$ cat src/xbar_consts.svh
// Offsets, field positions, reset values and sizes of the pin crossbar
`ifndef XBAR_CONSTS_SVH
`define XBAR_CONSTS_SVH

`define ASSIGN_PINS 20
`define TOTAL_PINS 25
`define NUM_SIG 13
`define UART_TX_PIN 4
`define UART_RX_PIN 5

`define OFS_CTRL 8'h00
`define OFS_SKIP0 8'h04
`define OFS_SKIP1 8'h08
`define OFS_SKIP2 8'h0c
`define OFS_MODE0 8'h10
`define OFS_MODE1 8'h14
`define OFS_MODE2 8'h18
`define OFS_MODE3 8'h1c
`define OFS_PORT0 8'h20
`define OFS_PORT1 8'h24
`define OFS_PORT2 8'h28
`define OFS_PORT3 8'h2c
`define OFS_UNROUTED 8'h30

`define CTRL_W 10
`define CTRL_ROUTE_EN 0
`define CTRL_UART 1
`define CTRL_SPI 2
`define CTRL_SPI_NSS 3
`define CTRL_SMBUS 4
`define CTRL_CP0 5
`define CTRL_CP0A 6
`define CTRL_CP1 7
`define CTRL_CP1A 8
`define CTRL_SYSCLK 9

`define CTRL_RESET 10'h000
`define SKIP_RESET 8'h00
`define MODE_RESET 8'h00
`define LATCH_RESET 8'hff

`define RESP_OKAY 2'h0
`define RESP_SLVERR 2'h2

`endif

$ cat src/xbar_pkg.sv
// Types shared by the pin crossbar modules
package xbar_pkg;
	typedef enum logic [3:0] {
		SIG_NONE = 4'h0,
		SIG_UART_TX = 4'h1,
		SIG_UART_RX = 4'h2,
		SIG_SPI_SCK = 4'h3,
		SIG_SPI_MISO = 4'h4,
		SIG_SPI_MOSI = 4'h5,
		SIG_SPI_NSS = 4'h6,
		SIG_SMB_SDA = 4'h7,
		SIG_SMB_SCL = 4'h8,
		SIG_CP0 = 4'h9,
		SIG_CP0A = 4'ha,
		SIG_CP1 = 4'hb,
		SIG_CP1A = 4'hc,
		SIG_SYSCLK = 4'hd
	} sig_t;
endpackage

$ cat src/pin_decoder.sv
// Priority decoder that places enabled peripheral signals onto routable pins
`include "xbar_consts.svh"
module pin_decoder #(
	parameter int ASSIGN_PINS = `ASSIGN_PINS
) (
	// Selections
	input wire logic [`NUM_SIG-1:0] sig_en,
	input wire logic [ASSIGN_PINS-1:0] skip,
	// Placement
	output xbar_pkg::sig_t pin_sel [ASSIGN_PINS],
	output logic [`NUM_SIG-1:0] unrouted
);
	import xbar_pkg::*;

	// Refuse a pin count that cannot hold the fixed serial pair
	if (ASSIGN_PINS < `UART_RX_PIN + 1 || ASSIGN_PINS > 32) begin : g_bad_pins
		$error("pin_decoder: ASSIGN_PINS out of range");
	end

	logic [ASSIGN_PINS-1:0] taken;
	logic found;

	always_comb begin
		// Skipped pins look as if already assigned
		taken = skip;
		unrouted = '0;
		found = 1'b0;
		for (int p = 0; p < ASSIGN_PINS; p++) begin
			pin_sel[p] = SIG_NONE;
		end
		// Fixed pins ignore the skip mask so bootloading always works
		if (sig_en[0]) begin
			pin_sel[`UART_TX_PIN] = SIG_UART_TX;
			pin_sel[`UART_RX_PIN] = SIG_UART_RX;
			taken[`UART_TX_PIN] = 1'b1;
			taken[`UART_RX_PIN] = 1'b1;
		end
		// Walk in priority order, each takes the lowest free pin
		for (int s = 2; s < `NUM_SIG; s++) begin
			found = 1'b0;
			if (sig_en[s]) begin
				for (int p = 0; p < ASSIGN_PINS; p++) begin
					if (!found && !taken[p]) begin
						pin_sel[p] = sig_t'(4'(s + 1));
						taken[p] = 1'b1;
						found = 1'b1;
					end
				end
				unrouted[s] = !found;
			end
		end
	end
endmodule

$ cat src/pin_cell.sv
// One port pin driver: peripheral or latch, push-pull or open-drain
module pin_cell (
	// Clock and reset
	input wire logic aclk,
	input wire logic aresetn,
	// Control
	input wire logic active,
	input wire logic routed,
	input wire logic force_od,
	input wire logic push_pull,
	// Data sources
	input wire logic periph_val,
	input wire logic periph_drive,
	input wire logic latch_val,
	// Pin
	output logic pin_out,
	output logic pin_oe
);
	logic val;
	logic oe_nxt;

	always_comb begin
		val = routed ? periph_val : latch_val;
		if (!active) begin
			oe_nxt = 1'b0;
		end else if (routed && !periph_drive) begin
			oe_nxt = 1'b0;
		end else if (push_pull && !(routed && force_od)) begin
			oe_nxt = 1'b1;
		end else begin
			oe_nxt = !val;
		end
	end

	always_ff @(posedge aclk) begin
		if (!aresetn) begin
			pin_out <= 1'b0;
			pin_oe <= 1'b0;
		end else begin
			pin_out <= val;
			pin_oe <= oe_nxt;
		end
	end
endmodule

$ cat src/priority_pin_crossbar.sv
// Pin crossbar top: AXI4-Lite registers, placement, pin drivers and checks
`include "xbar_consts.svh"
module priority_pin_crossbar (
	// Clock and reset
	input wire logic aclk,
	input wire logic aresetn,
	// AXI4-Lite write address
	input wire logic [7:0] s_axi_awaddr,
	input wire logic s_axi_awvalid,
	output logic s_axi_awready,
	// AXI4-Lite write data
	input wire logic [31:0] s_axi_wdata,
	input wire logic [3:0] s_axi_wstrb,
	input wire logic s_axi_wvalid,
	output logic s_axi_wready,
	// AXI4-Lite write response
	output logic [1:0] s_axi_bresp,
	output logic s_axi_bvalid,
	input wire logic s_axi_bready,
	// AXI4-Lite read address
	input wire logic [7:0] s_axi_araddr,
	input wire logic s_axi_arvalid,
	output logic s_axi_arready,
	// AXI4-Lite read data
	output logic [31:0] s_axi_rdata,
	output logic [1:0] s_axi_rresp,
	output logic s_axi_rvalid,
	input wire logic s_axi_rready,
	// Peripheral side, bit s-1 for signal s
	input wire logic [`NUM_SIG-1:0] periph_out,
	input wire logic [`NUM_SIG-1:0] periph_drive,
	output logic [`NUM_SIG-1:0] periph_in,
	// Port pins, index port*8+bit, port 3 pin 0 at the top
	input wire logic [`TOTAL_PINS-1:0] pin_in,
	output logic [`TOTAL_PINS-1:0] pin_out,
	output logic [`TOTAL_PINS-1:0] pin_oe
);
	import xbar_pkg::*;

	localparam int NP = `ASSIGN_PINS;
	localparam int TP = `TOTAL_PINS;

	function automatic logic [7:0] merge8(input logic [7:0] old, input logic [31:0] d,
		input logic [3:0] strb);
		merge8 = strb[0] ? d[7:0] : old;
	endfunction

	// Registers
	logic [`CTRL_W-1:0] ctrl_r;
	logic [7:0] skip_r [3];
	logic [7:0] mode_r [4];
	logic [7:0] latch_r [4];

	// Write channel
	logic aw_got_r, w_got_r, bvalid_r;
	logic [7:0] awaddr_r;
	logic [31:0] wdata_r;
	logic [3:0] wstrb_r;
	logic [1:0] bresp_r;
	logic aw_fire, w_fire, do_write, wr_mapped;
	logic [7:0] wa;
	logic [31:0] wd;
	logic [3:0] ws;

	assign s_axi_awready = !aw_got_r && !bvalid_r;
	assign s_axi_wready = !w_got_r && !bvalid_r;
	assign aw_fire = s_axi_awvalid && s_axi_awready;
	assign w_fire = s_axi_wvalid && s_axi_wready;
	assign do_write = (aw_got_r || aw_fire) && (w_got_r || w_fire) && !bvalid_r;
	assign wa = aw_got_r ? awaddr_r : s_axi_awaddr;
	assign wd = w_got_r ? wdata_r : s_axi_wdata;
	assign ws = w_got_r ? wstrb_r : s_axi_wstrb;
	assign wr_mapped = (wa[1:0] == 2'h0) && (wa <= `OFS_PORT3);
	assign s_axi_bvalid = bvalid_r;
	assign s_axi_bresp = bresp_r;

	always_ff @(posedge aclk) begin
		if (!aresetn) begin
			aw_got_r <= 1'b0;
			w_got_r <= 1'b0;
			awaddr_r <= 8'h00;
			wdata_r <= 32'h0000_0000;
			wstrb_r <= 4'h0;
		end else begin
			aw_got_r <= do_write ? 1'b0 : (aw_fire | aw_got_r);
			w_got_r <= do_write ? 1'b0 : (w_fire | w_got_r);
			if (aw_fire) begin
				awaddr_r <= s_axi_awaddr;
			end
			if (w_fire) begin
				wdata_r <= s_axi_wdata;
				wstrb_r <= s_axi_wstrb;
			end
		end
	end

	always_ff @(posedge aclk) begin
		if (!aresetn) begin
			bvalid_r <= 1'b0;
			bresp_r <= `RESP_OKAY;
		end else if (do_write) begin
			bvalid_r <= 1'b1;
			bresp_r <= wr_mapped ? `RESP_OKAY : `RESP_SLVERR;
		end else if (s_axi_bready) begin
			bvalid_r <= 1'b0;
		end
	end

	always_ff @(posedge aclk) begin
		if (!aresetn) begin
			ctrl_r <= `CTRL_RESET;
			for (int i = 0; i < 3; i++) begin
				skip_r[i] <= `SKIP_RESET;
			end
			for (int i = 0; i < 4; i++) begin
				mode_r[i] <= `MODE_RESET;
				latch_r[i] <= `LATCH_RESET;
			end
		end else if (do_write && wr_mapped) begin
			case (wa)
				`OFS_CTRL: begin
					ctrl_r[7:0] <= merge8(ctrl_r[7:0], wd, ws);
					if (ws[1]) begin
						ctrl_r[`CTRL_W-1:8] <= wd[`CTRL_W-1:8];
					end
				end
				`OFS_SKIP0: skip_r[0] <= merge8(skip_r[0], wd, ws);
				`OFS_SKIP1: skip_r[1] <= merge8(skip_r[1], wd, ws);
				`OFS_SKIP2: skip_r[2] <= merge8(skip_r[2], wd, ws);
				`OFS_MODE0: mode_r[0] <= merge8(mode_r[0], wd, ws);
				`OFS_MODE1: mode_r[1] <= merge8(mode_r[1], wd, ws);
				`OFS_MODE2: mode_r[2] <= merge8(mode_r[2], wd, ws);
				`OFS_MODE3: mode_r[3] <= merge8(mode_r[3], wd, ws);
				`OFS_PORT0: latch_r[0] <= merge8(latch_r[0], wd, ws);
				`OFS_PORT1: latch_r[1] <= merge8(latch_r[1], wd, ws);
				`OFS_PORT2: latch_r[2] <= merge8(latch_r[2], wd, ws);
				`OFS_PORT3: latch_r[3] <= merge8(latch_r[3], wd, ws);
				default: ;
			endcase
		end
	end

	// Placement
	logic route_en;
	logic [`NUM_SIG-1:0] sig_en;
	logic [NP-1:0] skip_all;
	logic [TP-1:0] mode_all, latch_all;
	sig_t pin_sel [NP];
	logic [`NUM_SIG-1:0] unrouted;

	assign route_en = ctrl_r[`CTRL_ROUTE_EN];
	// Paired interfaces raise both of their enables together
	assign sig_en[0] = ctrl_r[`CTRL_UART];
	assign sig_en[1] = ctrl_r[`CTRL_UART];
	assign sig_en[2] = ctrl_r[`CTRL_SPI];
	assign sig_en[3] = ctrl_r[`CTRL_SPI];
	assign sig_en[4] = ctrl_r[`CTRL_SPI];
	assign sig_en[5] = ctrl_r[`CTRL_SPI] && ctrl_r[`CTRL_SPI_NSS];
	assign sig_en[6] = ctrl_r[`CTRL_SMBUS];
	assign sig_en[7] = ctrl_r[`CTRL_SMBUS];
	assign sig_en[8] = ctrl_r[`CTRL_CP0];
	assign sig_en[9] = ctrl_r[`CTRL_CP0A];
	assign sig_en[10] = ctrl_r[`CTRL_CP1];
	assign sig_en[11] = ctrl_r[`CTRL_CP1A];
	assign sig_en[12] = ctrl_r[`CTRL_SYSCLK];
	assign skip_all = {skip_r[2][3:0], skip_r[1], skip_r[0]};
	assign mode_all = {mode_r[3][0], mode_r[2], mode_r[1], mode_r[0]};
	assign latch_all = {latch_r[3][0], latch_r[2], latch_r[1], latch_r[0]};

	pin_decoder #(
		.ASSIGN_PINS(NP)
	) u_decoder (
		.sig_en(sig_en),
		.skip(skip_all),
		.pin_sel(pin_sel),
		.unrouted(unrouted)
	);

	// Pins past the routable range never see the decoder
	genvar g;
	generate
		for (g = 0; g < TP; g++) begin : g_pin
			sig_t sel;
			logic routed;
			assign sel = (g < NP) ? pin_sel[(g < NP) ? g : 0] : SIG_NONE;
			assign routed = (sel != SIG_NONE);
			pin_cell u_cell (
				.aclk(aclk),
				.aresetn(aresetn),
				.active((g >= NP) || route_en),
				.routed(routed),
				.force_od(sel == SIG_SMB_SDA || sel == SIG_SMB_SCL),
				.push_pull(mode_all[g]),
				.periph_val(routed ? periph_out[4'(sel) - 4'h1] : 1'b0),
				.periph_drive(routed ? periph_drive[4'(sel) - 4'h1] : 1'b0),
				.latch_val(latch_all[g]),
				.pin_out(pin_out[g]),
				.pin_oe(pin_oe[g])
			);
		end
	endgenerate

	// Unplaced or disabled signals read idle high
	always_ff @(posedge aclk) begin
		if (!aresetn) begin
			periph_in <= '1;
		end else begin
			for (int s = 0; s < `NUM_SIG; s++) begin
				periph_in[s] <= 1'b1;
				for (int p = 0; p < NP; p++) begin
					if (route_en && pin_sel[p] == sig_t'(4'(s + 1))) begin
						periph_in[s] <= pin_in[p];
					end
				end
			end
		end
	end

	// Read channel
	logic rvalid_r;
	logic [31:0] rdata_r, rd_nxt;
	logic [1:0] rresp_r;
	logic rd_ok;

	assign s_axi_arready = !rvalid_r;
	assign s_axi_rvalid = rvalid_r;
	assign s_axi_rdata = rdata_r;
	assign s_axi_rresp = rresp_r;

	always_comb begin
		rd_nxt = 32'h0000_0000;
		rd_ok = 1'b1;
		case (s_axi_araddr)
			`OFS_CTRL: rd_nxt[`CTRL_W-1:0] = ctrl_r;
			`OFS_SKIP0: rd_nxt[7:0] = skip_r[0];
			`OFS_SKIP1: rd_nxt[7:0] = skip_r[1];
			`OFS_SKIP2: rd_nxt[7:0] = skip_r[2];
			`OFS_MODE0: rd_nxt[7:0] = mode_r[0];
			`OFS_MODE1: rd_nxt[7:0] = mode_r[1];
			`OFS_MODE2: rd_nxt[7:0] = mode_r[2];
			`OFS_MODE3: rd_nxt[7:0] = mode_r[3];
			// Ports read the pins, not the latch
			`OFS_PORT0: rd_nxt[7:0] = pin_in[7:0];
			`OFS_PORT1: rd_nxt[7:0] = pin_in[15:8];
			`OFS_PORT2: rd_nxt[7:0] = pin_in[23:16];
			`OFS_PORT3: rd_nxt[0] = pin_in[24];
			`OFS_UNROUTED: rd_nxt[`NUM_SIG-1:0] = unrouted;
			default: rd_ok = 1'b0;
		endcase
	end

	always_ff @(posedge aclk) begin
		if (!aresetn) begin
			rvalid_r <= 1'b0;
			rdata_r <= 32'h0000_0000;
			rresp_r <= `RESP_OKAY;
		end else if (s_axi_arvalid && s_axi_arready) begin
			rvalid_r <= 1'b1;
			rdata_r <= rd_nxt;
			rresp_r <= rd_ok ? `RESP_OKAY : `RESP_SLVERR;
		end else if (s_axi_rready) begin
			rvalid_r <= 1'b0;
		end
	end

	// Helpers for the checks
	logic order_ok, skip_hit, free_left;
	logic [`NUM_SIG-1:0] placed;
	always_comb begin
		sig_t last;
		last = SIG_NONE;
		order_ok = 1'b1;
		skip_hit = 1'b0;
		free_left = 1'b0;
		placed = '0;
		for (int p = 0; p < NP; p++) begin
			if (pin_sel[p] != SIG_NONE && pin_sel[p] != SIG_UART_TX
				&& pin_sel[p] != SIG_UART_RX) begin
				if (pin_sel[p] <= last) begin
					order_ok = 1'b0;
				end
				last = pin_sel[p];
				skip_hit = skip_hit | skip_all[p];
			end
			if (pin_sel[p] == SIG_NONE && !skip_all[p]) begin
				free_left = 1'b1;
			end
			if (pin_sel[p] != SIG_NONE) begin
				placed[4'(pin_sel[p]) - 4'h1] = 1'b1;
			end
		end
	end
endmodule

$ cat config.mk
export PLATFORM = sky130hd
export DESIGN_NAME = priority_pin_crossbar
export DESIGN_NICKNAME = d
export VERILOG_FILES = /design/src/xbar_pkg.sv /design/src/pin_decoder.sv /design/src/pin_cell.sv /design/src/priority_pin_crossbar.sv
export VERILOG_INCLUDE_DIRS = /design/src /design/src/src
export SDC_FILE = /design/constraint.sdc
export NUM_CORES = 1
export LEC_CHECK = 0
export BUFFER_PORTS_ARGS = -buffer_cell sky130_fd_sc_hd__buf_2
export CELL_PAD_IN_SITES_DETAIL_PLACEMENT = 2
export CELL_PAD_IN_SITES_GLOBAL_PLACEMENT = 2
export CORE_ASPECT_RATIO = 1.4
export CORE_MARGIN = 1
export CORE_UTILIZATION = 35
export CTS_BUF_LIST = sky130_fd_sc_hd__clkbuf_4
export CTS_CLUSTER_SIZE = 8
export DETAILED_ROUTE_END_ITERATION = 7
export PLACE_DENSITY = 0.78
export SYNTH_ARGS = -nofsm -noshare
export SYNTH_HDL_FRONTEND = slang
export SYNTH_SLANG_ARGS = --single-unit
$ cat constraint.sdc
create_clock -name aclk -period 9 [get_ports aclk]
set_clock_uncertainty 0.2 [all_clocks]
set_input_delay 1.8 -clock aclk [delete_from_list [all_inputs] [get_ports aclk]]
set_output_delay 1.8 -clock aclk [all_outputs]
set_load 0.05 [all_outputs]
After elaboration in Yosys (flattened, before gate mapping)

Memories as Yosys holds them, arrays and structs flattened.
Cells that the tools add are included.

Register bits after elaboration: 114
Input bits: 110
Memory bits (writable): 88
Memories kept: 3
Logic and storage cells: 2883

Memory list:

| name    | words | bits a word | read ports | clocked after Yosys merged registers in | write ports | line                        | source |
|---|---|---|---|---|---|---|---|
| latch_r | 4     | 8           | 4          | 0                                       | 4           | priority_pin_crossbar.sv:52 | `logic [7:0] latch_r [4];` |
| mode_r  | 4     | 8           | 4          | 0                                       | 4           | priority_pin_crossbar.sv:51 | `logic [7:0] mode_r [4];` |
| skip_r  | 3     | 8           | 3          | 0                                       | 3           | priority_pin_crossbar.sv:50 | `logic [7:0] skip_r [3];` |

$add $sub $neg: 20
Equality and inequality tests: 283
Mux-type cells: 1370
Bitwise operators: 15
Reduce and logical (&&, ||, !) cells: 1108
Magnitude comparators: 21

Operator list:

| kind                                               | number |
|---|---|
| two-way mux 1 bit                                  | 1056 |
| two-way mux 4 bit                                  | 202 |
| two-way mux 80 bit                                 | 10 |
| logical AND 1 bit                                  | 539 |
| logical NOT 1 bit                                  | 498 |
| == test 4 bit, second input constant               | 120 |
| == test 4 x 3 -> 1 bit, second input constant      | 80 |
| two-way mux 20 bit                                 | 10 |
| two-way mux 8 bit                                  | 23 |
| binary-select mux 1 bit (select 4 bit)             | 40 |
| == test 4 x 2 -> 1 bit, second input constant      | 40 |
| < comparator 4 x 5 -> 1 bit, second input constant | 20 |
| one-hot mux 7 bit (12 select lines)                | 1 |
| == test 4 x 1 -> 1 bit, second input constant      | 20 |
| nonzero test 4 bit                                 | 20 |
| subtractor 4 x 1 -> 4 bit, second input constant   | 20 |
| two-way mux 78 bit                                 | 1 |
| == test 8 x 6 -> 1 bit, second input constant      | 9 |
| == test 8 x 5 -> 1 bit, second input constant      | 8 |
| OR reduction 3 bit                                 | 20 |
| two-way mux 2 bit                                  | 22 |
| == test 8 x 4 -> 1 bit, second input constant      | 4 |
| logical OR 1 bit                                   | 22 |
| == test 8 x 3 -> 1 bit, second input constant      | 2 |
| 14 further kinds                                   | 30 |

Depth between registers and ports, before layout

Gate-level depths: netlist of run 1.
An unclocked memory read counts as a cell.

Depth in word-level cells: 881
Depth in mapped cells: 34

Modules after synthesis

From an unflattened synthesis of run 1, not the netlist that was laid out.

Cells, all modules: 3686
Area total of the unflattened synthesis: 28045.6 um2

Modules (own cells, without submodules):

| module                | cells each | area an instance (um2) | times used |
|---|---|---|---|
| priority_pin_crossbar | 2109       | 17631.9                | 1 |
| pin_decoder           | 1302       | 7817.5                 | 1 |
| pin_cell              | 11         | 103.8                  | 25 |

Least setup slack after synthesis of run 1

Ideal clock, no wire load.

Kind: register to register
Start: memory skip_r[0][2]
End: register g_pin[17].u_cell.pin_oe
Arrival time: 7129 ps
Slack: 1610 ps
Stages on the path, launching flop included: 29
Buffers on the path: 5
Cells stage by stage: edfxtp_1 -> buf_6 -> buf_6 -> or4_1 -> o311a_1 -> o21ai_2 -> nand2_1 -> o221a_1 -> buf_2 -> o211ai_1 -> nand2_1 -> a211o_1 -> clkbuf_1 -> o221a_1 -> maj3_4 -> nor2_1 -> nand2_1 -> maj3_2 -> nand2_1 -> nor3_1 -> a2111oi_4 -> inv_2 -> ha_1 -> buf_1 -> mux4_2 -> mux2_1 -> a2bb2oi_1 -> a22oi_1 -> o221a_1

RTL lines:

| element              | line                        | source |
|---|---|---|
| start, declared      | priority_pin_crossbar.sv:50 |  |
| end signal, assigned | pin_cell.sv:41              | `pin_oe <= oe_nxt;` |
| end, declared        | pin_cell.sv:17              | `output logic pin_oe` |

==> impl_metrics.ini, run 1 <==
[outcome]
status = finished with violations
violated_checks = design-rule violations

[placement]
dpl_worst_slack_ns = -0.0182
number_of_port_buffers = 168
place.detailed.hpwl_um = 112000
place.gp.congestion = 0.976
dp.cells = 4399

[clocking]
cts-buffers-inserted = 17
cts_num_sinks = 193
clock_tree_from_tritoncts = built
cts_root_buf = sky130_fd_sc_hd__clkbuf_4
cts_max_path_buffers = 2
clkLatencyLatePin_ns = 0.82
cts.reportedPaths.clkPinSlew_ns = 0.26
cts_max_level = 4

[worst_setup_path]
crit_arrival_ns = 9.34
worst-endpoint-required_ns = 9.50
worstSetupPathType = reg -> reg
cp-end-kind = flop
timing.critical_path.from_type = flop
critical_path_peak_fanout = 20

[floorplanning]
top_level_port_count = 214
chipWidth_um = 234
row_count = 118
design.die.area_mm2 = 0.0764
floorplan.core_area_mm2 = 0.0743
initial_core_util_pct = 35.5
fp.dieH_um = 327

[logic_synthesis]
synth-seq-cells = 193
yosys_warnings = 0
synthArstFlopShare_pct = 0
yosys.area_share.simple_pct = 23.8
yosys.area_share.adder_pct = 5.99
synthMuxAreaShare_pct = 15.3
synth-seq-area-share_pct = 17.7
syn_area_per_cell_um2 = 7.78
synth_flop_cell = sky130_fd_sc_hd__dfxtp_1
syn-instance-count = 3388
yosys.area_share.xor_xnor_pct = 0.963
post_synth_edffs = 81
synth.lib_cells_used.distinct = 124
synth_top_family_by_area = compound AO/OA/AOI/OAI gates
netlist_area_mm2 = 0.0264
synth-compound-area-share_pct = 29.0

[cells_and_area]
multi_input_combinational_cell_area_mm2 = 0.0200
commonest_non_fill_non_tap_cell_in_the_layout = sky130_fd_sc_hd__nand2_1
total_area_of_sequential_cells_mm2 = 0.00468
design.final.nets = 3678
layout-drive-gt1-share_pct = 19.5
instances_no_fill = 4446
layout.cells.most_common_list = 381 x sky130_fd_sc_hd__nand2_1, 345 x sky130_fd_sc_hd__nor2_1, 213 x sky130_fd_sc_hd__a21oi_1
final_util_pct = 38.8
area.growth.synth_to_final_pct = 9.19
filler_cell_count_in_the_final_layout = 8672

[sta]
layout_setup_ws_ns = 0.164
rsz0062_at_grt = true
layout_worst_path_cycle_share_pct = 98.2
max_freq_mhz = 113
final-hold-violation-count = 0
finalMaxSlewViolations = 0
final.min_clock_period_ns = 8.84
timing.final.setup_violations = 0
slew-limit-headroom_pct = 16.4
worst-slew-pin-transition_ns = 1.24

[route]
total_number_of_vias = 30600
drt-wirelength-per-cell_um = 31.9
detail_route.wirelength_um = 142000
detail_route.vias_per_cell = 6.89
drt-pass1-iter-count = 8
ant_nets = 0
remaining_drc_errors = 2
dr.first_iter.drc_count = 2686

[power]
power.density_mw_per_mm2 = 71.6
ir_drop_mv = 0.136
power.leakage_uw = 0.0106

[global_route]
grt_max_degree = 80
remaining_global_route_overflow = 0
global_route.usage.total_pct = 36.5
number_of_global_route_vias_before_repair = 31800
antenna_found_initial = 13
wire_length_of_the_first_global_routing_pass_um = 209000

[hold_path]
min-delay-path-class = reg -> reg

[job]
cap_violations = 0
worst max-delay path, cell delays in order (launching register included):
cell	delay, ns
sky130_fd_sc_hd__edfxtp_1	0.50
sky130_fd_sc_hd__buf_4	0.31
sky130_fd_sc_hd__maj3_1	0.39
sky130_fd_sc_hd__o221ai_1	0.43
sky130_fd_sc_hd__a31oi_1	0.55
sky130_fd_sc_hd__o21ai_0	0.26
sky130_fd_sc_hd__nor2_1	0.35
sky130_fd_sc_hd__o211ai_1	0.31
sky130_fd_sc_hd__a21oi_1	0.43
sky130_fd_sc_hd__nand2_1	0.29
sky130_fd_sc_hd__nor4_1	0.48
sky130_fd_sc_hd__a31oi_1	0.14
sky130_fd_sc_hd__a211oi_2	0.28
sky130_fd_sc_hd__buf_4	0.23
sky130_fd_sc_hd__a21oi_1	0.09
sky130_fd_sc_hd__o31a_1	0.33
sky130_fd_sc_hd__or3_4	0.45
sky130_fd_sc_hd__or3_1	0.40
sky130_fd_sc_hd__o31a_1	0.29
sky130_fd_sc_hd__ha_1	0.24
sky130_fd_sc_hd__and2_1	0.16
sky130_fd_sc_hd__a221oi_1	0.34
sky130_fd_sc_hd__buf_4	0.19
sky130_fd_sc_hd__nand3_1	0.15
sky130_fd_sc_hd__a2111oi_0	0.48
sky130_fd_sc_hd__a41oi_1	0.11
sky130_fd_sc_hd__a221oi_2	0.28
metal layers:
metal	global-route usage (%)	up-vias	wire (um)
li1	-	13100	-
met1	44.1	15700	55100
met2	61.8	1446	68700
met3	5.09	421	9380
met4	20.2	12	8510
met5	0	-	85
cells by family (layout without fill, tap and decap cells):
kind of cell | count (synthesis) | in the layout
compound gates | 1066 | 1066
xor+xnor | 29 | 29
fa+ha+maj | 131 | 131
buf+inv | 402 | 475
flops | 193 | 193
mux | 257 | 257
other cells | 1 | 26
simple gates | 1309 | 1309
Yosys cell counts (57+ instances only):
library cell,n,area [um^2]
sky130_fd_sc_hd__nor3_1,91,455
sky130_fd_sc_hd__edfxtp_1,81,2430
sky130_fd_sc_hd__mux2i_1,110,1100
sky130_fd_sc_hd__nand2_1,381,1430
sky130_fd_sc_hd__o211ai_1,70,526
sky130_fd_sc_hd__clkbuf_1,173,649
sky130_fd_sc_hd__nand3_1,160,801
sky130_fd_sc_hd__o21ai_0,145,726
sky130_fd_sc_hd__a31oi_1,69,432
sky130_fd_sc_hd__mux4_2,113,2540
sky130_fd_sc_hd__inv_1,79,297
sky130_fd_sc_hd__buf_4,78,586
sky130_fd_sc_hd__a21oi_1,214,1070
sky130_fd_sc_hd__ha_1,100,1250
sky130_fd_sc_hd__dfxtp_1,112,2240
sky130_fd_sc_hd__a211oi_1,57,428
sky130_fd_sc_hd__nor2_1,349,1310
worst paths after layout:
kind,startpoint,end,slack [ns],cells past startpoint
setup reg to reg,skip_r[0][0]$_SDFFCE_PP0P_,g_pin[19].u_cell.pin_oe$_SDFF_PP0_,0.16,26
hold / removal,latch_r[2][7]$_SDFFCE_PN1P_,g_pin[23].u_cell.pin_oe$_SDFF_PN0_,0.24,1
setup / recovery,skip_r[0][0]$_SDFFCE_PP0P_,g_pin[19].u_cell.pin_oe$_SDFF_PP0_,0.16,26
hold reg to reg,latch_r[2][7]$_SDFFCE_PN1P_,g_pin[23].u_cell.pin_oe$_SDFF_PN0_,0.24,1
report_power, final:
group          switching [uW]  leakage, uW  total, uW  internal, uW
Clock                     448     0.000174        592           144
Combinational             360      0.00879        497           137
Sequential               34.4      0.00167        972           937
layout make-up:
cell class	instances	area share, %
diodes	5	0.0435
clock buffers	17	0.443
clock inverters	15	0.678
inverters	91	1.19
multi-input cells	2813	69.4
flip-flops and latches	193	16.3
well taps	960	4.17
repair buffers	352	7.82
sequential cells by signal, indices dropped and copies added (netlist names), 2 cells and up:
| signal | cells |
|---|---|
| mode_r | 32 |
| g_pin.u_cell.pin_oe | 25 |
| g_pin.u_cell.pin_out | 25 |
| latch_r | 25 |
| skip_r | 24 |
| periph_in | 13 |
| s_axi_rdata | 13 |
| ctrl_r | 10 |
| wdata_r | 10 |
| awaddr_r | 8 |
| wstrb_r | 2 |
metrics by stage:
step	hold WS, ns	TNS, ns	cell area (um^2)	power (uW)
detailed placement	0.245	-0.0182	28300	1460
global route	0.257	-0.0516	28800	2110
floorplan	0.222	0	26400	1290
CTS	0.245	0	28600	2050
global placement	0.239	0	28300	1440
finish	0.238	0	28800	2060
repair_timing:
action                                  in CTS  in global routing
endpoints found under the setup margin       2                 13
hold buffers                                 0                  0
resized for setup                            3                 21
setup buffers                                0                 10
Note: power is estimated with default switching activity, not from simulation.
==> run 2: changes to the inputs <==
- RECOVER_POWER: not set -> 25
==> run 2 against run 1 <==
Against the previous run:
- the flow finishes with violations (design-rule violations, max-capacitance violations, max-slew violations)
- clock-buffer cell count stayed put
- sequential power is essentially flat
- global-route usage did not move
- hold slack improved by 0.0034 ns
- highest routed layer unchanged
==> impl_metrics.ini, run 2 (synthesis results as in run 1) <==
[outcome]
status = finished with violations
violated_checks = design-rule violations, max-capacitance violations, max-slew violations

[floorplanning]
floorplan.core_area_mm2 = 0.0743
row_count = 118
initial_core_util_pct = 35.5
fp.dieH_um = 327
top_level_port_count = 214
chipWidth_um = 234
design.die.area_mm2 = 0.0764

[placement]
dpl_worst_slack_ns = -0.0182
place.gp.congestion = 0.976
number_of_port_buffers = 168
place.detailed.hpwl_um = 112000

[route]
drt-pass1-iter-count = 8
drt-wirelength-per-cell_um = 31.9
detail_route.wirelength_um = 142000
detail_route.vias_per_cell = 6.89
ant_nets = 0
total_number_of_vias = 30600
dr.first_iter.drc_count = 2563
remaining_drc_errors = 8

[cells_and_area]
filler_cell_count_in_the_final_layout = 8684
multi_input_combinational_cell_area_mm2 = 0.0200
layout.cells.most_common_list = 381 x sky130_fd_sc_hd__nand2_1, 345 x sky130_fd_sc_hd__nor2_1, 213 x sky130_fd_sc_hd__a21oi_1
max_reg_flops = 32
area.growth.synth_to_final_pct = 9.01
design.final.nets = 3678
total_area_of_sequential_cells_mm2 = 0.00468
commonest_non_fill_non_tap_cell_in_the_layout = sky130_fd_sc_hd__nand2_1
layout-drive-gt1-share_pct = 18.4
largest_reg_by_ff_count = mode_r

[worst_setup_path]
worstSetupPathType = reg -> reg
crit_arrival_ns = 9.32
cp-end-kind = flop
timing.critical_path.from_type = flop
worst-endpoint-required_ns = 9.51
critical_path_peak_fanout = 18

[power]
power.density_mw_per_mm2 = 71.7
power.leakage_uw = 0.0105
ir_drop_mv = 0.137
power.total_uw = 2060

[global_route]
number_of_global_route_vias_before_repair = 31800
wire_length_of_the_first_global_routing_pass_um = 209000
remaining_global_route_overflow = 0
global_route.usage.total_pct = 36.5
antenna_found_initial = 13
grt_max_degree = 80

[sta]
setup-tns-final_ns = 0
max_freq_mhz = 113
finalMaxSlewViolations = 72
rsz0062_at_grt = true
timing.final.setup_violations = 0
final-hold-violation-count = 0
slew-limit-headroom_pct = -143
final.min_clock_period_ns = 8.82
layout_setup_ws_ns = 0.184
layout_worst_path_cycle_share_pct = 98.0
worst-slew-pin-transition_ns = 3.65

[clocking]
cts-buffers-inserted = 17
clock_tree_from_tritoncts = built
cts_max_level = 4
cts_hold_buffers = 0
cts_root_buf = sky130_fd_sc_hd__clkbuf_4
cts_max_path_buffers = 2
cts_num_sinks = 193
cts.reportedPaths.clkPinSlew_ns = 0.21
clkLatencyLatePin_ns = 0.83

[job]
cap_violations = 2

[hold_path]
min-delay-path-class = reg -> reg
==> run 2: cell count changes in the layout (fill, tap and decap cells not counted), moves of 4 or more <==
| cell | previous run | this run |
|---|---|---|
| sky130_fd_sc_hd__and2_1 | 38 | 34 |
| sky130_fd_sc_hd__and2_0 | 2 | 6 |
| sky130_fd_sc_hd__clkbuf_1 | 0 | 35 |
| sky130_fd_sc_hd__buf_2 | 168 | 134 |
==> run 2: worst paths after layout <==
kind / cells past startpoint / end / from / slack [ns]
worst max-delay path: 27 / g_pin[19].u_cell.pin_oe$_SDFF_PP0_ / skip_r[0][2]$_SDFFCE_PP0P_ / 0.18
worst min-delay path: 1 / g_pin[23].u_cell.pin_oe$_SDFF_PN0_ / latch_r[2][7]$_SDFFCE_PN1P_ / 0.24
worst max register to register: 27 / g_pin[19].u_cell.pin_oe$_SDFF_PP0_ / skip_r[0][2]$_SDFFCE_PP0P_ / 0.18
worst min register to register: 1 / g_pin[23].u_cell.pin_oe$_SDFF_PN0_ / latch_r[2][7]$_SDFFCE_PN1P_ / 0.24
==> run 2: layout make-up <==
| class | instances | area share (%) |
|---|---|---|
| diodes | 6 | 0.0522 |
| clock buffers | 17 | 0.444 |
| clock inverters | 15 | 0.679 |
| inverters | 91 | 1.19 |
| multi-input cells | 2813 | 69.5 |
| flip-flops and latches | 193 | 16.3 |
| well taps | 960 | 4.18 |
| repair buffers | 352 | 7.67 |
==> run 2: critical path, stage by stage (launching register included) <==
cell and delay (ns):
sky130_fd_sc_hd__edfxtp_1 0.54, sky130_fd_sc_hd__buf_4 0.31, sky130_fd_sc_hd__nand4_2 0.35, sky130_fd_sc_hd__a31oi_2 0.40, sky130_fd_sc_hd__o32ai_1 0.20, sky130_fd_sc_hd__a21o_1 0.35
sky130_fd_sc_hd__a211oi_4 0.35, sky130_fd_sc_hd__nor4_1 0.15, sky130_fd_sc_hd__or4_1 0.76, sky130_fd_sc_hd__nand2_1 0.21, sky130_fd_sc_hd__nand2_1 0.21, sky130_fd_sc_hd__nor4_1 0.49
sky130_fd_sc_hd__a31oi_1 0.14, sky130_fd_sc_hd__a211oi_2 0.27, sky130_fd_sc_hd__buf_4 0.22, sky130_fd_sc_hd__a21oi_1 0.09, sky130_fd_sc_hd__o31a_1 0.34, sky130_fd_sc_hd__or3_4 0.45
sky130_fd_sc_hd__or3_1 0.40, sky130_fd_sc_hd__o31a_1 0.29, sky130_fd_sc_hd__ha_1 0.24, sky130_fd_sc_hd__and2_1 0.17, sky130_fd_sc_hd__a221oi_1 0.35, sky130_fd_sc_hd__buf_4 0.19
sky130_fd_sc_hd__nand3_1 0.15, sky130_fd_sc_hd__a2111oi_0 0.48, sky130_fd_sc_hd__a41oi_1 0.11, sky130_fd_sc_hd__a221oi_2 0.28
==> run 2: layer usage <==
metal | vias up | GRT usage [%] | wire, um
li1 | 13100 | - | -
met1 | 15800 | 44.1 | 55700
met2 | 1366 | 61.8 | 68700
met3 | 418 | 5.09 | 8840
met4 | 12 | 20.2 | 8510
met5 | - | 0 | 83
==> run 2: per-stage QoR <==
step	std cells	instance area [um^2]	util, %	hold WS (ns)
finish	4447	28700	38.7	0.241
global route	4446	28700	38.7	0.257
CTS	4431	28600	38.5	0.245
detailed placement	4399	28300	38.1	0.245
global placement	4399	28300	38.1	0.239
floorplan	3408	26400	-	0.222
==> run 2: where the power goes <==
group / internal [uW] / switching (uW)
clock network: 144 / 448
logic: 136 / 360
registers: 938 / 34.6
==> run 2: repair_timing <==
| action | in CTS | in global routing |
|---|---|---|
| endpoints found under the setup margin | 2 | 13 |
| gates resized for setup | 3 | 21 |
| buffers inserted | 0 | 10 |
